File: config.mk
export PLATFORM = sky130hd
export DESIGN_NAME = event_totalizer_counter
export DESIGN_NICKNAME = d
export VERILOG_FILES = /design/src/inc/totalizer_pkg.sv /design/src/rtl/event_totalizer_counter.sv
export VERILOG_INCLUDE_DIRS = /design/src /design/src/inc
export SDC_FILE = /design/constraint.sdc
export NUM_CORES = 1
export LEC_CHECK = 0
export ABC_AREA = 1
export BUFFER_PORTS_ARGS = -buffer_cell sky130_fd_sc_hd__buf_2
export CORE_ASPECT_RATIO = 0.9
export CORE_MARGIN = 2
export CORE_UTILIZATION = 61
export DETAILED_ROUTE_END_ITERATION = 10
export GPL_TIMING_DRIVEN = 0
export PLACE_DENSITY = 0.81
export SLEW_MARGIN = 20
export SYNTH_ARGS = -nofsm -noshare
export SYNTH_HDL_FRONTEND = slang
export SYNTH_SLANG_ARGS = --single-unit
File: constraint.sdc
create_clock -name clock -period 3.4 [get_ports clock]
set_input_delay 0.51 -clock clock [delete_from_list [all_inputs] [get_ports clock]]
set_output_delay 0.51 -clock clock [all_outputs]
set_load 0.01 [all_outputs]
File: src/inc/totalizer_defines.svh
`ifndef TOTALIZER_DEFINES_SVH
`define TOTALIZER_DEFINES_SVH
// ****************************************
// Register map
// ****************************************
`define ADDR_CONTROL      4'h0
`define ADDR_SETUP        4'h1
`define ADDR_START        4'h2
`define ADDR_COUNT        4'h3
`define CTRL_CLEAR_BIT    0
`define CTRL_LOAD_BIT     1
`define SETUP_DIR_BIT     0
`define SETUP_DEB_BIT     1
// ****************************************
// Reset values and timing
// ****************************************
`define COUNT_ZERO        32'h0000_0000
`define COUNT_MAX         32'hFFFF_FFFF
`define DEBOUNCE_NS       2000000
`define CLOCK_PERIOD_NS   25
`define DEBOUNCE_CYCLES   ((`DEBOUNCE_NS + `CLOCK_PERIOD_NS - 1) / `CLOCK_PERIOD_NS)
`endif

File: src/inc/totalizer_pkg.sv
package totalizer_pkg;
   typedef logic [31:0] count_t;
endpackage

File: src/rtl/event_totalizer_counter.sv
// Added by the designer: the address map and the address-and-strobe port.
`include "totalizer_defines.svh"
module event_totalizer_counter #(
   parameter int unsigned DEBOUNCE_LIMIT = `DEBOUNCE_CYCLES
) (
   input  wire logic        clock,
   input  wire logic        rst,
   input  wire logic        clock_enable,
   input  wire logic        count_pin,
   input  wire logic        gating_control_line,
   input  wire logic [3:0]  addr,
   input  wire logic [31:0] wdata,
   input  wire logic        wr,
   input  wire logic        rd,
   output logic      [31:0] rdata,
   output logic             count_up_mode,
   output logic             debounce_on
);
   // ****************************************
   // State
   // ****************************************
   typedef struct packed {
      logic [2:0]             cnt_sync;
      logic [2:0]             gate_sync;
      logic                   cnt_level;
      logic                   gate_level;
      logic                   filt_level;
      logic [31:0]            stable_cnt;
      logic                   dir;
      logic                   deb;
      totalizer_pkg::count_t  start;
      totalizer_pkg::count_t  count;
      logic [31:0]            rdata;
   } state_t;

   state_t state_reg;
   state_t state_next;
   logic   src_level;
   logic   prev_level;
   logic   event_hit;

   // ****************************************
   // Helpers
   // ****************************************
   // Plain modulo arithmetic gives both wraps for free, so no end-of-range compare is needed
   function automatic totalizer_pkg::count_t step(input totalizer_pkg::count_t c, input logic up);
      if (up) begin
         step = c + 32'h0000_0001;
      end else begin
         step = c - 32'h0000_0001;
      end
   endfunction

   always_comb begin
      state_next = state_reg;
      // ****************************************
      // Input synchronisers
      // ****************************************
      // Three-stage synchroniser; stage 0 feeds only stage 1
      state_next.cnt_sync  = {state_reg.cnt_sync[1:0], count_pin};
      state_next.gate_sync = {state_reg.gate_sync[1:0], gating_control_line};
      if (state_reg.cnt_sync[1] == state_reg.cnt_sync[2]) begin
         state_next.cnt_level = state_reg.cnt_sync[2];
      end
      if (state_reg.gate_sync[1] == state_reg.gate_sync[2]) begin
         state_next.gate_level = state_reg.gate_sync[2];
      end
      // ****************************************
      // Debounce filter
      // ****************************************
      // Filter needs the level stable for the whole window; slow inputs pass late but whole
      if (state_reg.cnt_level == state_reg.filt_level) begin
         state_next.stable_cnt = 32'h0000_0000;
      end else if (state_reg.stable_cnt >= DEBOUNCE_LIMIT - 1) begin
         state_next.filt_level = state_reg.cnt_level;
         state_next.stable_cnt = 32'h0000_0000;
      end else begin
         state_next.stable_cnt = state_reg.stable_cnt + 32'h0000_0001;
      end
      // ****************************************
      // Edge detect and count
      // ****************************************
      src_level  = state_reg.deb ? state_reg.filt_level : state_reg.cnt_level;
      prev_level = state_reg.deb ? state_next.filt_level : state_next.cnt_level;
      // Rising edge of the chosen source, one count per input cycle
      event_hit  = prev_level & ~src_level;
      // Gate passes the same synchroniser depth as the count input; with debounce on, the count also waits out the filter window
      if (event_hit && !state_reg.gate_level) begin
         state_next.count = step(state_reg.count, state_reg.dir);
      end
      // ****************************************
      // Register port
      // ****************************************
      // Read data fall back to zero on every enabled cycle without a read; with clock_enable low they hold
      state_next.rdata = 32'h0000_0000;
      if (wr) begin
         case (addr)
            `ADDR_CONTROL: begin
               if (wdata[`CTRL_LOAD_BIT]) begin
                  state_next.count = state_reg.start;
               end
               if (wdata[`CTRL_CLEAR_BIT]) begin
                  state_next.count = `COUNT_ZERO;
               end
            end
            `ADDR_SETUP: begin
               state_next.dir = wdata[`SETUP_DIR_BIT];
               state_next.deb = wdata[`SETUP_DEB_BIT];
            end
            `ADDR_START: begin
               state_next.start = wdata;
            end
            default: begin
            end
         endcase
      end
      if (rd) begin
         case (addr)
            `ADDR_SETUP: state_next.rdata = {30'h0000_0000, state_reg.deb, state_reg.dir};
            `ADDR_START: state_next.rdata = state_reg.start;
            `ADDR_COUNT: state_next.rdata = state_reg.count;
            default:     state_next.rdata = 32'h0000_0000;
         endcase
      end
   end

   // ****************************************
   // Registers
   // ****************************************
   always_ff @(posedge clock) begin
      if (rst) begin
         // Gate starts held and the count idles up; nothing counts until the gate line is synchronised
         state_reg <= '0;
         state_reg.gate_sync <= 3'h7;
         state_reg.gate_level <= 1'b1;
         state_reg.dir <= 1'b1;
      end else if (clock_enable) begin
         state_reg <= state_next;
      end
   end

   // ****************************************
   // Outputs
   // ****************************************
   assign rdata         = state_reg.rdata;
   assign count_up_mode = state_reg.dir;
   assign debounce_on   = state_reg.deb;
endmodule // event_totalizer_counter

==> flow_summary.json <==
{
  "p_int_mw": 2.759,
  "finalHoldViolCount": 0,
  "tightest_slew_ns": 0.7717,
  "overflow": 0,
  "dieArea_um2": 15890,
  "wirelength_um": 25650,
  "cts_resized": 0,
  "dr.pass1.iters": 5,
  "ys_types": 39,
  "yosys_warnings": 0,
  "grt_pass1_vias": 8706,
  "drt_iter0_drc": 719,
  "cp_max_fo": 32,
  "avgRoutedWirePerCell_um": 14.42,
  "grtUsageTotal_pct": 32.62,
  "clk_pin_slew_ns": 0.07,
  "finalSetupViolations": 0,
  "final_nets": 1643,
  "drc_errors": 0,
  "row_count": 42,
  "seqPwrFrac_pct": 44.5,
  "final_cell_mix": "nand2_1, inv_1, a21oi_1",
  "total_power_mw": 3.716,
  "clockRootBuffer": "clkbuf_16",
  "cp.arrival_ns": 3.29,
  "switchingPower_mw": 0.9570,
  "die_height_um": 119.8,
  "p_sw_share_pct": 25.75,
  "post_route_cells_drive_above_1_share_pct": 11.57,
  "p_leak_nw": 4.905,
  "cts_buffers": 17,
  "clock_skew_ns": 0.009257,
  "slew_headroom_pct": 48.16,
  "ioPinCount": 77,
  "worstSetupPathType": "register to register",
  "ant_nets": 0,
  "mostFrequentLayoutCell": "nand2_1",
  "power.share.clock_pct": 49.8,
  "syn-num-nets": 1550,
  "numClockSinks": 139,
  "peakVddDrop_uv": 415.4,
  "hold_class": "input port to register",
  "required_ns": 3.69,
  "period_share_pct": 88.08,
  "maxCapViolCount": 0,
  "fillers": 1296,
  "h-tree-depth": 4,
  "portBuffers": 74,
  "worstSetupEndpointType": "register",
  "antenna_found_initial": 0,
  "p_per_area_nw_per_um2": 361.1,
  "outcome": "finished, final reports clean",
  "start_kind": "register",
  "cts_hold_buf": 0,
  "num_vias": 9629,
  "grt_pass1_wl_um": 41480,
  "largest_register_ffs": 101,
  "clk_latency_ns": 0.43,
  "area_delta_synth_final_pct": 13.24,
  "seq_area_frac_synth_pct": 30.62,
  "synthArstFlopShare_pct": 0,
  "rsz0062_at_grt": "no",
  "cts_buffer_depth": 2,
  "place.gp.congestion": 0.9223,
  "die_x_um": 132.7,
  "synth_cells": 1475,
  "maxSlewViolCount": 0,
  "period_needed_ns": 2.995,
  "synth_ff_type": "dfxtp_1",
  "initial_core_util_pct": 61.98,
  "grt_max_degree": 33,
  "mappedNetlistArea_um2": 9087,
  "synth-edff-count": 0,
  "num_antenna_cells": 0,
  "avgSynthCellArea_um2": 6.161,
  "cts_tree": "yes",
  "postCtsSetupBuffers": 0,
  "p_comb_share_pct": 5.7,
  "yosys_register_bits": 139,
  "finalSetupTns_ns": 0,
  "timing.fmax_mhz": 333.9,
  "routed_via_density": 5.413,
  "dpl.hpwl_um": 19770,
  "core-area_um2": 14660
}
==> cells in the mapped netlist (2+ instances only) <==
master    number  share of area, %
buf_2          7              0.39
o221ai_1       2              0.19
inv_1        191               7.9
inv_2          5              0.21
nand2_4        2              0.25
o21bai_1       2              0.17
xor2_1        19               1.8
nand4_1       13              0.89
nand3b_1       3              0.25
or2_2          4              0.28
and2_1         8              0.55
dfxtp_1      139                31
xnor2_1        4              0.39
nand3_2        2              0.22
nand2_1      502                21
a21oi_1      161               8.9
nor2_2         2              0.14
nand3_1      107               5.9
a21oi_2        5              0.48
ha_1          31               4.3
o21ai_0       70               3.9
buf_6          6              0.74
a21o_1         2              0.17
nor3_1        21               1.2
o21ai_1        2              0.11
nor2_1        67               2.8
nand2_2        2              0.14
nor3_2         3              0.33
clkbuf_1      49               2.0
nand2_8        2              0.44
buf_4         34               2.8
==> worst max-delay path: stages (launching register included) <==
cell and delay (ns):
dfxtp_1 0.53, inv_2 0.37, ha_1 0.50, nand2_1 0.11, inv_1 0.08, nand2_1 0.07, nor3_1 0.39, and2_1 0.20
nand2_1 0.13, nand3_1 0.12, nand2_1 0.05, nand3_1 0.06, nand3_1 0.07, nand2_1 0.08, a21oi_1 0.06
==> power by group through the flow <==
stage / clock network, mW / registers [mW] / logic [mW]
6_report: 1.85 / 1.65 / 0.211
5_1_grt: 1.92 / 1.66 / 0.232
4_1_cts: 1.85 / 1.65 / 0.206
3_5_place_dp: 0 / 1.69 / 0.203
3_3_place_gp: 0 / 1.69 / 0.201
2_1_floorplan: 0 / 1.69 / 0.128
==> metal layers <==
layer / track usage (%) / share of wire, %
met1: 43.88 / 45
met2: 53.69 / 44
met3: 5.534 / 7.8
met4: 10.15 / 2.7
met5: 0 / 0
==> stage by stage <==
stage	utilization, %	hold WS [ns]	cell area [um^2]	setup WS, ns	cells
floorplan	-	0.4142	9087	0.8240	1475
global placement	66.20	0.4234	9706	0.1370	1747
detailed placement	66.20	0.4255	9706	0.5223	1747
CTS	70.19	0.3066	10290	0.5179	1779
global route	70.19	0.3332	10290	0.1993	1779
finish	70.19	0.2929	10290	0.4054	1779
==> kinds of logic (layout without fill, tap and decap cells) <==
kind of cell | Yosys count | in the layout | synth area share [%]
simple gates | 740 | 740 | 34.28
compound gates | 249 | 249 | 14.33
flops | 139 | 139 | 30.62
xor+xnor | 23 | 23 | 2.217
fa+ha+maj | 32 | 32 | 4.488
buf+inv | 292 | 398 | 14.06
==> path summary, 6_finish.rpt <==
kind	depth (start not counted)	startpoint	endpoint	slack, ns
hold reg to reg	2	state_reg[117]$_SDFFE_PP0P_	state_reg[117]$_SDFFE_PP0P_	0.44
setup reg to reg	14	count_up_mode$_SDFFE_PP1P_	state_reg[59]$_SDFFE_PP0P_	0.41
hold / removal	3	gating_control_line	state_next[134]$_SDFFE_PP1P_	0.29
setup / recovery	14	count_up_mode$_SDFFE_PP1P_	state_reg[59]$_SDFFE_PP0P_	0.41
==> final cells by class <==
type	count	area [um^2]	share of cell area, %
sequential	139	2783	27.04
inverter	196	735.7	7.149
multi-input combinational	1044	5027	48.85
timing repair buffer	74	370.4	3.599
tap	198	247.7	2.407
buffer	96	541.8	5.264
clock inverter	14	146.4	1.422
clock buffer	18	439.2	4.267
No activity file was read; power rests on OpenSTA's default activity.
